$ cat src/core/adcsq_map.svh
// register offsets, field positions, reset values and clock rates of the sequencer control block
// assumes inclusion by bare name from the package and the design files
`ifndef ADCSQ_MAP_SVH
`define ADCSQ_MAP_SVH

// ************************************************************
// register offsets (byte addresses)
// ************************************************************
`define ADCSQ_OFS_ENABLE     12'h000
`define ADCSQ_OFS_RAW        12'h004
`define ADCSQ_OFS_MASK       12'h008
`define ADCSQ_OFS_ISC        12'h00c
`define ADCSQ_OFS_OVF        12'h010
`define ADCSQ_OFS_EMUX       12'h014
`define ADCSQ_OFS_UNF        12'h018
`define ADCSQ_OFS_PRI        12'h020
`define ADCSQ_OFS_INIT       12'h028
`define ADCSQ_OFS_AVG        12'h030
`define ADCSQ_OFS_SEQ_BASE   12'h040
`define ADCSQ_OFS_SEQ_END    12'h0c0
// register index inside one per-sequencer group of 0x20 bytes
`define ADCSQ_SEQ_MUX        3'h0
`define ADCSQ_SEQ_CTL        3'h1
`define ADCSQ_SEQ_FIFO       3'h2
`define ADCSQ_SEQ_FSTAT      3'h3

// ************************************************************
// fields and reset values
// ************************************************************
`define ADCSQ_CTL_DIFF       0
`define ADCSQ_CTL_END        1
`define ADCSQ_CTL_IE         2
`define ADCSQ_CTL_TEMP       3
`define ADCSQ_TRIG_PROC      4'h0
`define ADCSQ_TRIG_EXT_LO    4'h1
`define ADCSQ_TRIG_EXT_HI    4'h4
`define ADCSQ_TRIG_ALWAYS    4'hf
`define ADCSQ_PRI_RESET      16'h3210
`define ADCSQ_PRI_MASK       16'h3333
`define ADCSQ_AVG_MAX        3'h6
`define ADCSQ_DEPTH0         8
`define ADCSQ_DEPTH1         4
`define ADCSQ_DEPTH2         4
`define ADCSQ_DEPTH3         1

// ************************************************************
// timing
// ************************************************************
`define ADCSQ_PCLK_HZ        100000000
`define ADCSQ_CONV_CLK_HZ    16667000

`endif

$ cat src/core/adcsq_pkg.sv
// types of the sequencer control block
// assumes the map header is on the include path
`include "adcsq_map.svh"

package adcsq_pkg;

  // sequencer walk state
  typedef enum logic [1:0] {
    ADCSQ_IDLE,
    ADCSQ_START,
    ADCSQ_WAIT
  } adcsq_state_t;

  // complete state of the control block
  typedef struct packed {
    logic [3:0]        enable;     // sequencer enable bits
    logic [3:0]        mask;       // interrupt mask
    logic [3:0]        raw;        // raw interrupt status
    logic [3:0]        ovf;        // overflow flags
    logic [3:0]        unf;        // underflow flags
    logic [15:0]       emux;       // trigger select nibbles
    logic [15:0]       pri;        // priority fields
    logic [2:0]        avg;        // averaging exponent
    logic [3:0][31:0]  mux;        // step input nibbles
    logic [3:0][31:0]  ctl;        // step control nibbles
    logic [3:0]        pend;       // pending triggers
    logic [3:0]        sync1;      // trigger synchroniser stage 1
    logic [3:0]        sync2;      // trigger synchroniser stage 2
    logic [3:0]        trig_prev;  // edge detect history
    adcsq_state_t      state;      // walk state
    logic [1:0]        cur;        // sequencer being served
    logic [2:0]        step;       // step within sequence
    logic [15:0]       acc;        // averaging accumulator
    logic [6:0]        navg;       // conversions accumulated
    logic [2:0]        div;        // conversion clock divider
    logic [31:0]       prdata;     // read data
    logic              pslverr;    // error answer
    logic              conv_start; // start pulse
    logic [3:0]        conv_pos;   // positive input select
    logic [3:0]        conv_neg;   // negative input select
    logic              conv_diff;  // differential conversion
    logic              conv_temp;  // temperature sensor select
  } adcsq_state_s_t;

endpackage

$ cat src/core/adcsq_top.sv
// sequencer control block of a 10-bit converter: apb registers, trigger, arbitration, sequencing, averaging
// assumes the converter answers each start pulse with a done pulse on pclk, trigger pins are asynchronous
//
// Summary of operation
// - four sequencers, depths eight four four one
// - fifo word is 32 bits, result low ten
// - step uses input nibble and control nibble
// - sequencer runs only while enable bit set
// - same input may repeat within a sequence
// - raw interrupt after each step with enable
// - sequence stops after step marked end
// - fifo circular, each read pops oldest
// - fifo status shows pointers, full, empty
// - overflow and underflow flags readable separately
// - control runs at divided converter rate
// - mask gates interrupt to the controller
// - raw shows all, clear register shows masked
// - writing one clears interrupt, zero ignored
// - concurrent triggers served by priority zero first
// - trigger source selectable, processor and always
// - initiate bit starts processor-triggered sequencer
// - averager folds up to 64 conversions
// - averager bypassed after reset, shared by all
// - single-ended code spans 0x000 to 0x3ff
// - differential select names even-odd input pair
`timescale 1ns/1ps
`default_nettype none
`include "adcsq_map.svh"

module adcsq_top #(
  parameter int RES_W = 10
) (
  // clock and reset
  input  wire logic             pclk,
  input  wire logic             presetn,
  // apb slave
  input  wire logic             psel,
  input  wire logic             penable,
  input  wire logic             pwrite,
  input  wire logic [11:0]      paddr,
  input  wire logic [31:0]      pwdata,
  output logic                  pready,
  output logic      [31:0]      prdata,
  output logic                  pslverr,
  // external trigger pins
  input  wire logic [3:0]       trig_in,
  // converter
  output logic                  conv_start,
  output logic      [3:0]       conv_pos,
  output logic      [3:0]       conv_neg,
  output logic                  conv_diff,
  output logic                  conv_temp,
  input  wire logic             conv_done,
  input  wire logic [RES_W-1:0] conv_data,
  // interrupt lines, one per sequencer
  output logic      [3:0]       irq
);
  import adcsq_pkg::*;

  // ************************************************************
  // constants
  // ************************************************************
  localparam int         DIV_INT = (`ADCSQ_PCLK_HZ + `ADCSQ_CONV_CLK_HZ / 2) / `ADCSQ_CONV_CLK_HZ;
  localparam logic [2:0] DIV_MAX = 3'(DIV_INT - 1);  // divider terminal count

  // ************************************************************
  // state and fifo wiring
  // ************************************************************
  adcsq_state_s_t         s_q;        // registered state
  adcsq_state_s_t         s_d;        // next state
  logic [3:0]             fifo_push;  // push strobe per fifo
  logic [RES_W-1:0]       push_data;  // shared result word
  logic [3:0]             fifo_pop;   // pop strobe per fifo
  logic [3:0][RES_W-1:0]  fifo_data;  // oldest entries
  logic [3:0][3:0]        fifo_head;  // write pointers
  logic [3:0][3:0]        fifo_tail;  // read pointers
  logic [3:0]             fifo_full;  // full flags
  logic [3:0]             fifo_empty; // empty flags

  // one result fifo per sequencer, depth set per index
  for (genvar g = 0; g < 4; g++)
  begin : g_fifo
    adcsq_fifo #(
      .DEPTH (g == 0 ? `ADCSQ_DEPTH0 : g == 1 ? `ADCSQ_DEPTH1 : g == 2 ? `ADCSQ_DEPTH2 : `ADCSQ_DEPTH3),
      .W     (RES_W)
    ) u_fifo (
      .pclk      (pclk),
      .presetn   (presetn),
      .push      (fifo_push[g]),
      .push_data (push_data),
      .pop       (fifo_pop[g]),
      .pop_data  (fifo_data[g]),
      .head      (fifo_head[g]),
      .tail      (fifo_tail[g]),
      .full      (fifo_full[g]),
      .empty     (fifo_empty[g])
    );
  end

  // last step index available in a sequencer
  function automatic logic [2:0] last_step(input logic [1:0] idx);
    case (idx)
      2'd0:    last_step = 3'(`ADCSQ_DEPTH0 - 1);
      2'd1:    last_step = 3'(`ADCSQ_DEPTH1 - 1);
      2'd2:    last_step = 3'(`ADCSQ_DEPTH2 - 1);
      default: last_step = 3'(`ADCSQ_DEPTH3 - 1);
    endcase
  endfunction

  // ************************************************************
  // outputs
  // ************************************************************
  assign pready     = 1'b1;
  assign prdata     = s_q.prdata;
  assign pslverr    = s_q.pslverr;
  assign conv_start = s_q.conv_start;
  assign conv_pos   = s_q.conv_pos;
  assign conv_neg   = s_q.conv_neg;
  assign conv_diff  = s_q.conv_diff;
  assign conv_temp  = s_q.conv_temp;
  assign irq        = s_q.raw & s_q.mask;

  // ************************************************************
  // next state
  // ************************************************************
  always_comb
  begin
    logic        tick;      // conversion clock enable
    logic        setup;     // apb setup phase
    logic        wr;        // apb write completes
    logic        rd;        // apb read completes
    logic        in_seq;    // address inside per-sequencer groups
    logic [7:0]  sub;       // offset inside groups
    logic [1:0]  sn;        // addressed sequencer
    logic [2:0]  sr;        // addressed register within group
    logic [3:0]  cand;      // enabled sequencers with a trigger
    logic        found;     // arbitration winner found
    logic [1:0]  win;       // arbitration winner
    logic [3:0]  nib_in;    // current step input nibble
    logic [3:0]  nib_ctl;   // current step control nibble
    logic [2:0]  avg_e;     // clamped averaging exponent
    logic [15:0] sum;       // accumulator plus new result
    logic [3:0]  tsel;      // trigger select of one sequencer
    tick      = 1'b0;
    setup     = 1'b0;
    wr        = 1'b0;
    rd        = 1'b0;
    in_seq    = 1'b0;
    sub       = 8'h00;
    sn        = 2'd0;
    sr        = 3'd0;
    cand      = 4'h0;
    found     = 1'b0;
    win       = 2'd0;
    nib_in    = 4'h0;
    nib_ctl   = 4'h0;
    avg_e     = 3'd0;
    sum       = 16'h0000;
    tsel      = 4'h0;
    s_d       = s_q;
    fifo_push = 4'h0;
    fifo_pop  = 4'h0;
    push_data = '0;
    s_d.conv_start = 1'b0;

    // conversion clock enable from the divider
    tick    = s_q.div == DIV_MAX;
    s_d.div = tick ? 3'd0 : s_q.div + 3'd1;

    // decode of the apb address
    setup  = psel && !penable;
    wr     = psel && penable && pwrite;
    rd     = psel && penable && !pwrite;
    in_seq = paddr >= `ADCSQ_OFS_SEQ_BASE && paddr < `ADCSQ_OFS_SEQ_END;
    sub    = 8'(paddr - `ADCSQ_OFS_SEQ_BASE);
    sn     = sub[6:5];
    sr     = sub[4:2];

    // register writes; clears first so hardware sets below win
    if (wr)
    begin
      if (paddr == `ADCSQ_OFS_ENABLE)
        s_d.enable = pwdata[3:0];
      else if (paddr == `ADCSQ_OFS_MASK)
        s_d.mask = pwdata[3:0];
      else if (paddr == `ADCSQ_OFS_ISC)
        s_d.raw = s_q.raw & ~pwdata[3:0];
      else if (paddr == `ADCSQ_OFS_OVF)
        s_d.ovf = s_q.ovf & ~pwdata[3:0];
      else if (paddr == `ADCSQ_OFS_EMUX)
        s_d.emux = pwdata[15:0];
      else if (paddr == `ADCSQ_OFS_UNF)
        s_d.unf = s_q.unf & ~pwdata[3:0];
      else if (paddr == `ADCSQ_OFS_PRI)
        s_d.pri = pwdata[15:0] & `ADCSQ_PRI_MASK;
      else if (paddr == `ADCSQ_OFS_AVG)
        s_d.avg = pwdata[2:0];
      else if (in_seq && sr == `ADCSQ_SEQ_MUX)
        s_d.mux[sn] = pwdata;
      else if (in_seq && sr == `ADCSQ_SEQ_CTL)
        s_d.ctl[sn] = pwdata;
    end

    // fifo read pops the oldest entry, or flags an empty read
    if (rd && in_seq && sr == `ADCSQ_SEQ_FIFO)
    begin
      fifo_pop[sn] = 1'b1;
      if (fifo_empty[sn])
        s_d.unf[sn] = 1'b1;
    end

    // trigger sources per sequencer
    s_d.sync1     = trig_in;
    s_d.sync2     = s_q.sync1;
    s_d.trig_prev = s_q.sync2;
    for (int i = 0; i < 4; i++)
    begin
      tsel = s_q.emux[i*4 +: 4];
      if (tsel == `ADCSQ_TRIG_ALWAYS)
        s_d.pend[i] = 1'b1;
      else if (tsel >= `ADCSQ_TRIG_EXT_LO && tsel <= `ADCSQ_TRIG_EXT_HI)
      begin
        if (s_q.sync2[tsel[1:0] - 2'd1] && !s_q.trig_prev[tsel[1:0] - 2'd1])
          s_d.pend[i] = 1'b1;
      end
      else if (tsel == `ADCSQ_TRIG_PROC && wr && paddr == `ADCSQ_OFS_INIT && pwdata[i])
        s_d.pend[i] = 1'b1;
    end

    // arbitration: lowest priority value wins, lowest index on a tie
    cand = s_q.enable & s_q.pend;
    for (int l = 0; l < 4; l++)
    begin
      for (int i = 0; i < 4; i++)
      begin
        if (!found && cand[i] && s_q.pri[i*4 +: 2] == 2'(l))
        begin
          found = 1'b1;
          win   = 2'(i);
        end
      end
    end

    // current step nibbles; any input may recur in a sequence
    nib_in  = 4'(s_q.mux[s_q.cur] >> {s_q.step, 2'b00});
    nib_ctl = 4'(s_q.ctl[s_q.cur] >> {s_q.step, 2'b00});
    avg_e   = (s_q.avg > `ADCSQ_AVG_MAX) ? `ADCSQ_AVG_MAX : s_q.avg;
    sum     = s_q.acc + 16'(conv_data);

    // sequence walk
    case (s_q.state)
      ADCSQ_IDLE:
      begin
        s_d.acc  = 16'h0000;
        s_d.navg = 7'h00;
        if (tick && found)
        begin
          s_d.cur       = win;
          s_d.step      = 3'd0;
          s_d.pend[win] = 1'b0;
          s_d.state     = ADCSQ_START;
        end
      end
      ADCSQ_START:
      begin
        if (!s_q.enable[s_q.cur])
          s_d.state = ADCSQ_IDLE;
        else if (tick)
        begin
          s_d.conv_start = 1'b1;
          s_d.conv_diff  = nib_ctl[`ADCSQ_CTL_DIFF];
          s_d.conv_temp  = nib_ctl[`ADCSQ_CTL_TEMP];
          if (nib_ctl[`ADCSQ_CTL_DIFF])
          begin
            s_d.conv_pos = {nib_in[2:0], 1'b0};
            s_d.conv_neg = {nib_in[2:0], 1'b1};
          end
          else
          begin
            s_d.conv_pos = nib_in;
            s_d.conv_neg = 4'h0;
          end
          s_d.state = ADCSQ_WAIT;
        end
      end
      ADCSQ_WAIT:
      begin
        if (conv_done)
        begin
          if (s_q.navg + 7'h01 == 7'(1 << avg_e))
          begin
            push_data         = RES_W'(sum >> avg_e);
            fifo_push[s_q.cur] = 1'b1;
            if (fifo_full[s_q.cur])
              s_d.ovf[s_q.cur] = 1'b1;
            if (nib_ctl[`ADCSQ_CTL_IE])
              s_d.raw[s_q.cur] = 1'b1;
            s_d.acc  = 16'h0000;
            s_d.navg = 7'h00;
            if (nib_ctl[`ADCSQ_CTL_END] || s_q.step == last_step(s_q.cur))
              s_d.state = ADCSQ_IDLE;
            else
            begin
              s_d.step  = s_q.step + 3'd1;
              s_d.state = ADCSQ_START;
            end
          end
          else
          begin
            s_d.acc   = sum;
            s_d.navg  = s_q.navg + 7'h01;
            s_d.state = ADCSQ_START;
          end
        end
      end
      default:
        s_d.state = ADCSQ_IDLE;
    endcase

    // read data captured in the setup phase
    if (setup)
    begin
      s_d.prdata  = 32'h0000_0000;
      s_d.pslverr = 1'b0;
      if (paddr == `ADCSQ_OFS_ENABLE)
        s_d.prdata[3:0] = s_q.enable;
      else if (paddr == `ADCSQ_OFS_RAW)
        s_d.prdata[3:0] = s_q.raw;
      else if (paddr == `ADCSQ_OFS_MASK)
        s_d.prdata[3:0] = s_q.mask;
      else if (paddr == `ADCSQ_OFS_ISC)
        s_d.prdata[3:0] = s_q.raw & s_q.mask;
      else if (paddr == `ADCSQ_OFS_OVF)
        s_d.prdata[3:0] = s_q.ovf;
      else if (paddr == `ADCSQ_OFS_EMUX)
        s_d.prdata[15:0] = s_q.emux;
      else if (paddr == `ADCSQ_OFS_UNF)
        s_d.prdata[3:0] = s_q.unf;
      else if (paddr == `ADCSQ_OFS_PRI)
        s_d.prdata[15:0] = s_q.pri;
      else if (paddr == `ADCSQ_OFS_INIT)
        s_d.prdata = 32'h0000_0000;
      else if (paddr == `ADCSQ_OFS_AVG)
        s_d.prdata[2:0] = s_q.avg;
      else if (in_seq && sr == `ADCSQ_SEQ_MUX)
        s_d.prdata = s_q.mux[sn];
      else if (in_seq && sr == `ADCSQ_SEQ_CTL)
        s_d.prdata = s_q.ctl[sn];
      else if (in_seq && sr == `ADCSQ_SEQ_FIFO)
        s_d.prdata[RES_W-1:0] = fifo_data[sn];
      else if (in_seq && sr == `ADCSQ_SEQ_FSTAT)
        s_d.prdata[12:0] = {fifo_full[sn], 3'h0, fifo_empty[sn], fifo_head[sn], fifo_tail[sn]};
      else
        s_d.pslverr = 1'b1;
    end
  end

  // ************************************************************
  // state register
  // ************************************************************
  always_ff @(posedge pclk or negedge presetn)
  begin
    if (!presetn)
    begin
      s_q       <= '0;
      s_q.pri   <= `ADCSQ_PRI_RESET;
      s_q.state <= ADCSQ_IDLE;
    end
    else
      s_q <= s_d;
  end

endmodule // adcsq_top
`default_nettype wire

$ cat src/core/adcsq_fifo.sv
// circular result fifo of one sequencer
// assumes push and pop come from logic on pclk
`timescale 1ns/1ps
`default_nettype none

module adcsq_fifo #(
  parameter int DEPTH = 8,
  parameter int W     = 10
) (
  // clock and reset
  input  wire logic         pclk,
  input  wire logic         presetn,
  // write side
  input  wire logic         push,
  input  wire logic [W-1:0] push_data,
  // read side
  input  wire logic         pop,
  output logic      [W-1:0] pop_data,
  // status
  output logic      [3:0]   head,
  output logic      [3:0]   tail,
  output logic              full,
  output logic              empty
);
  import adcsq_pkg::*;

  // ************************************************************
  // state
  // ************************************************************
  typedef struct packed {
    logic [DEPTH-1:0][W-1:0] mem;   // entries
    logic [3:0]              head;  // write pointer
    logic [3:0]              tail;  // read pointer
    logic [4:0]              count; // entries held
  } adcsq_fifo_st_t;

  adcsq_fifo_st_t s_q;  // registered state
  adcsq_fifo_st_t s_d;  // next state

  localparam logic [3:0] LAST = 4'(DEPTH - 1);  // last pointer value
  localparam logic [4:0] FULL = 5'(DEPTH);      // count when full

  assign full     = s_q.count == FULL;
  assign empty    = s_q.count == 5'h00;
  assign head     = s_q.head;
  assign tail     = s_q.tail;
  assign pop_data = s_q.mem[s_q.tail[$clog2(DEPTH+1)-1:0] % DEPTH];

  // push when room, pop when data; a push into a full fifo is dropped
  always_comb
  begin
    s_d = s_q;
    if (push && !full)
    begin
      s_d.mem[s_q.head % DEPTH] = push_data;
      s_d.head                  = (s_q.head == LAST) ? 4'h0 : s_q.head + 4'h1;
    end
    if (pop && !empty)
    begin
      s_d.tail = (s_q.tail == LAST) ? 4'h0 : s_q.tail + 4'h1;
    end
    s_d.count = s_q.count + 5'((push && !full) ? 1 : 0) - 5'((pop && !empty) ? 1 : 0);
  end

  // state register
  always_ff @(posedge pclk or negedge presetn)
  begin
    if (!presetn)
      s_q <= '0;
    else
      s_q <= s_d;
  end

endmodule // adcsq_fifo
`default_nettype wire

$ cat config.mk
export PLATFORM = sky130hd
export DESIGN_NAME = adcsq_top
export DESIGN_NICKNAME = d
export VERILOG_FILES = /design/src/core/adcsq_pkg.sv /design/src/core/adcsq_top.sv /design/src/core/adcsq_fifo.sv
export VERILOG_INCLUDE_DIRS = /design/src /design/src/core
export SDC_FILE = /design/constraint.sdc
export NUM_CORES = 1
export LEC_CHECK = 0
export ABC_AREA = 1
export BUFFER_PORTS_ARGS = -buffer_cell sky130_fd_sc_hd__buf_4
export CAP_MARGIN = 10
export CORE_UTILIZATION = 45
export CTS_CLUSTER_SIZE = 20
export DETAILED_ROUTE_END_ITERATION = 10
export RECOVER_POWER = 50
export SYNTH_ARGS = -nofsm -noshare
export SYNTH_HDL_FRONTEND = slang
export SYNTH_SLANG_ARGS = --single-unit
export TNS_END_PERCENT = 100
$ cat constraint.sdc
create_clock -name pclk -period 5.3 [get_ports pclk]
set_clock_uncertainty 0.2 [all_clocks]
set_input_delay 0.53 -clock pclk [delete_from_list [all_inputs] [get_ports pclk]]
set_output_delay 0.53 -clock pclk [all_outputs]
set_load 0.02 [all_outputs]
Yosys cells after proc, flatten, opt, wreduce, memory -nomap -nowiden
Index checks and enable logic that the tools add are counted.

Magnitude comparators: 30. Bitwise gates (word level): 20. Eq/ne operators: 50. Shift-type cells: 4. Add/sub/neg operators: 25. Multiplexer cells: 242. Reductions and logical operators: 139.

Operators by type and width (count): 303-bit two-way mux (3); 32-bit two-way mux (27); 273-bit two-way mux (2); 128-bit two-way mux (3); 299-bit two-way mux (1); 295-bit two-way mux (1); 259-bit two-way mux (1); 32-bit binary-select mux with 2-bit select (4); 128-bit bitwise mux (2); 256-bit two-way mux (1); 28-bit two-way mux (6); 4-bit two-way mux (30); 10-bit two-way mux (11); 40-bit bitwise mux (2); 80-bit bitwise mux (1); 16-bit two-way mux (5); 1-bit logical AND (77); 1-bit two-way mux (72); 32-bit demux with 2-bit select (1); 32-bit by 5-bit right shift with 4-bit output (2); 10-bit binary-select mux with 2-bit select (3); 26-bit one-hot mux with 2 select lines (1); 10-bit demux with 2-bit select (2); 12-bit by 5-bit equality test with 1-bit output, second input constant (3); other kinds (76) (249).

Word-level logic and storage cells: 572. Register bits after elaboration: 618. Input port bits: 64.

Longest topological paths before layout
Depth in word-level cells: 71. Depth in mapped cells: 20.

By module
A second synthesis with hierarchy kept.

Cells, all modules: 4242. Area, all modules: 33895.0 um^2.

By module, submodules not included: adcsq_top (area an instance 21373.0 um^2, times used 1, cells each 2617); adcsq_fifo at g_fifo[0].u_fifo (area an instance 5292.6 um^2, times used 1, cells each 746); adcsq_fifo at g_fifo[1].u_fifo (area an instance 2906.5 um^2, times used 1, cells each 349); adcsq_fifo at g_fifo[2].u_fifo (area an instance 2905.3 um^2, times used 1, cells each 349); adcsq_fifo at g_fifo[3].u_fifo (area an instance 1417.6 um^2, times used 1, cells each 181).

Worst setup path after synthesis
OpenSTA, ideal clock, no wires.

Path type: input-to-reg. Start point: input port paddr[8]. End point: register g_fifo[1].u_fifo.s_q[4] (netlist bit). Library setup time: 0.128 ns. Path slack: 1.832 ns. Required time: 4.972 ns. Data arrival time: 3.141 ns. Stages on the path: 15. Buffers on the path: 0. Cells stage by stage: nor2_1 > nand2_2 > nor3_1 > nand2_1 > inv_1 > nand2_1 > nor2_1 > ha_1 > inv_1 > ha_1 > inv_1 > fa_1 > o21ai_0 > a21oi_1 > xor2_1.

RTL lines: start, declared (RTL line adcsq_top.sv:40) `input wire logic [11:0] paddr,`; end signal, assigned (RTL line adcsq_fifo.sv:69) `s_q <= '0;`; end signal, assigned (RTL line adcsq_fifo.sv:71) `s_q <= s_d;`; end, declared (RTL line adcsq_fifo.sv:37) `adcsq_fifo_st_t s_q;`.

==> reports/summary.txt <==
post-cts resize count = 0
die width = 268 µm
clock insertion delay at the later pin of the skew report = 0.64 ns
Yosys top cell by area = sky130_fd_sc_hd__dfrtp_1
Detailed Place HPWL = 68,200 µm
Antenna Nets Post-Route = 0
maximum number of pins on one net before global-route repair = 101
I/O pin cnt = 113
slew at the pin closest to its max-slew limit = 2.77 ns
arrival time at the worst endpoint = 4.69 ns
routability-driven placement congestion ratio = 0.907
initial drt markers = 2,793
fraction of synthesis flops using an asynchronous set or reset pin = 100%
most numerous cell types in the synthesized netlist = 823 x sky130_fd_sc_hd__nand2_1, 613 x sky130_fd_sc_hd__dfrtp_1, 425 x sky130_fd_sc_hd__o21ai_0, 377 x sky130_fd_sc_hd__inv_1, 331 x sky130_fd_sc_hd__nor2_1
first drt pass iteration count = 6
switching power = 2520 µW
relative slew slack = -84.9%
effective utilization at floorplan = 45.5%
most frequent cell after synthesis = sky130_fd_sc_hd__nand2_1
library cell used as clock root buffer = sky130_fd_sc_hd__clkbuf_16
cell area reported after detailed placement = 0.0332 mm²
average detailed-routed wire length per instance = 21.5 µm
number of H-tree branching levels = 3
accumulated negative setup slack = 0 ns
grt met2 use = 48.1%
Internal Dissipation = 7900 µW
violated checks = capacitance limit, slew limit
RSZ-0062 raised after global routing = false
mean area per synthesized cell = 8.19 µm²
Num Clock Sinks = 617
area of the mapped netlist = 0.0318 mm²
IR drop worst, VDD = 0.000235 V
net count of the finished layout = 4,032
most instantiated flip-flop cell in the synthesis netlist = sky130_fd_sc_hd__dfrtp_1
share of synthesized cell area in full adder, half adder and majority cells = 3.03%
Worst Setup Start Kind = flop
number of warnings issued by yosys = 0
share of total power consumed by net switching = 24.2%
total CTS buffers = 73
routed via count = 27,900
vias per std cell = 5.71
total grt overflow = 0
number of global-route vias before repair = 27,000
CTS clk-pin slew, worst paths = 0.06 ns
Setup Crit Path Kind = reg -> reg
CP peak stage delay = 0.58 ns
dominant combinational cell family by area after synthesis = compound AO/OA/AOI/OAI gates
nets in the synthesized netlist = 4,019
Power Dens Cells = 295 mW/mm²
part of the total power dissipated in combinational logic = 5.7%
share of the synthesized netlist area taken by xor and xnor gates = 1.10%
GRT Util Overall = 29.7%
Area growth syn-to-layout = 11.2%
Die Area = 0.0717 mm²
met3 track demand over resource in global routing = 5.15%
GR met1 Demand/Resource = 40.0%
CP dominant cell by count = sky130_fd_sc_hd__nand2_1
layout cell share with drive strength beyond 1 = 7.45%
standard cell core area = 0.0699 mm²
number of enable flip-flop cells after synthesis = 0
clock group share of total power = 48.1%
final worst path period share = 82.2%
number of antenna violations at the first check in global routing = 3
Max-cap violations = 2
number of standard cells after synthesis = 3,881
area share of the largest cell type after synthesis = 48.3%
crit-path cells = nand2_1, inv_2, nor2_4, nand2_1, xnor2_1, nand2_1, nor4_2, nand2_1, nor2_4, nand2_1, inv_1, ha_1, inv_1, fa_1, o21ai_0, xor2_1
mux cell area share after synthesis = 0.409%
outcome = finished with violations
peak clock frequency supported by timing = 229 MHz
Critical Path Fanout Max = 17
class of the tightest hold or removal check = in -> reg
number of rows created at floorplan = 97
TritonCTS clock tree = yes
vertical die dimension = 268 µm
synthesized-area fraction occupied by ao, oa, aoi and oai cells = 20.9%
total detailed-routing wirelength = 105,000 µm
wire length of the first global-routing pass = 164,000 µm
GRT busiest layer = met2
count of state elements after synthesis = 617
endpoints failing hold = 0
Pins Over Slew Limit = 127
highest-delay cell along the critical path = sky130_fd_sc_hd__dfrtp_1
kind of capture point of the worst setup path = flop
minimum clock period after layout = 4.36 ns
R2R setup slack = 0.94 ns
main area contributors after synthesis = sky130_fd_sc_hd__dfrtp_1 48%, sky130_fd_sc_hd__nand2_1 9.7%, sky130_fd_sc_hd__o21ai_0 6.7%, sky130_fd_sc_hd__inv_1 4.5%, sky130_fd_sc_hd__nor2_1 3.9%
worst path required time = 5.64 ns
Final Util = 50.6%
Post-CTS Hold Buffers = 5
register area share after synthesis = 48.6%
Clock Tree Buf Depth = 3
share of synthesized cell area in and, or, nand and nor gates = 17.8%
final std cell area, no fill = 0.0354 mm²
number of distinct library cells after synthesis = 58
Setup Fix Bufs, Post-CTS = 0
number of failing setup endpoints in the final timing report = 0
Leakage Power = 0.0164 µW
port bufs = 111
part of the total power dissipated in sequential elements = 46.2%
DRC violations left = 0
## flip-flops by register name, summed over array words and instances (netlist names)
signal              flops
conv_start              1
g_fifo.u_fifo.tail     16
pslverr                 1
prdata                 32
g_fifo.u_fifo.head     16
s_d                     8
conv_neg                4
s_q                   344
conv_pos                4
conv_temp               1
g_fifo.u_fifo.s_q     190
## worst max-delay path, delay by kind of cell (launching register included)
kind                       cells  cell delay [ns]
AOI/OAI and AO/OA              1             0.21
xor gates and xnor gates       2             0.34
adders and majority gates      2             0.66
buffers and inverters          3             0.57
DFF                            1             0.58
and+or+nand+nor                8             1.72
## final timing paths
check,from,endpoint,cells past startpoint
worst max-delay path,s_q[351]$_DFFE_PN0P_,g_fifo[3].u_fifo.s_q[4]$_DFF_PN0_,16
worst min-delay path,conv_done,s_q[76]$_DFFE_PN0P_,4
worst max register to register,s_q[351]$_DFFE_PN0P_,g_fifo[3].u_fifo.s_q[4]$_DFF_PN0_,16
worst min register to register,s_d[84]$_DFF_PN0_,s_d[80]$_DFF_PN0_,0
max in group asynchronous,presetn,conv_neg[1]$_DFFE_PN0P_,3
min in group asynchronous,presetn,s_q[59]$_DFFE_PN0P_,2
## final cells by class
type                            instances  area (µm²)
Inverter                              393        1480
Fill cell                            6945       34500
Tap cell                              940        1180
Multi-Input combinational cell       2638       13800
Antenna cell                            3        7.51
Sequential cell                       617       15400
Clock buffer                          108        2140
Timing Repair Buffer                  171        1120
Clock inverter                         21         234
## power groups by stage
stage	combinational [µW]	clock, µW	sequential, µW
global placement	588	0	4900
global route	653	5270	4820
detailed placement	592	0	4900
floorplan	302	0	4890
finish	589	5010	4820
CTS	597	5100	4820
## layer usage
metal	routed length [µm]	up-vias	part of all wire, %
met1	44900	13500	43
li1	-	13100	-
met2	49000	1103	47
met3	7490	251	7.1
met5	9	-	0.0085
met4	3820	2	3.6
## cell families (layout without fill, tap and decap cells)
group / Yosys count / count (layout)
and+or+nand+nor: 1373 / 1373
buffers and inverters: 626 / 693
other: 1 / 4
adders and majority gates: 74 / 74
xor gates and xnor gates: 40 / 40
muxes: 13 / 13
DFF: 617 / 617
AOI/OAI and AO/OA: 1137 / 1137
## cell usage in the layout, fill, tap and decap left out, drive strengths merged, types with 6 or more instances in the layout
cell type	Yosys	final
a211oi	6	6
a21oi	182	182
a221oi	30	30
a22o	12	12
a22oi	87	87
a311oi	6	6
a31oi	12	12
a32o	7	7
buf	117	104
clkbuf	116	170
clkinv	7	23
dfrtp	613	613
ha	69	69
inv	386	386
mux2i	13	13
nand2	832	832
nand3	99	99
nand4	34	34
nor2	356	356
nor3	30	30
nor4	8	8
o211ai	15	15
o21ai	556	556
o221ai	31	31
o22ai	151	151
o31ai	12	12
or2	8	8
xnor2	11	11
xor2	29	29
## metrics by stage
stage | power, µW | cells | setup WS, ns | hold slack, ns
4_1_cts | 10500 | 4888 | 0.965 | 0.00419
5_1_grt | 10700 | 4888 | 0.316 | 0.0606
2_1_floorplan | 5190 | 3881 | 1.83 | 0.0344
3_5_place_dp | 5490 | 4754 | 0.968 | 0.136
6_report | 10400 | 4891 | 0.942 | 0.0378
3_3_place_gp | 5490 | 4754 | 1.08 | 0.132
(Power assumes the default switching activity.)
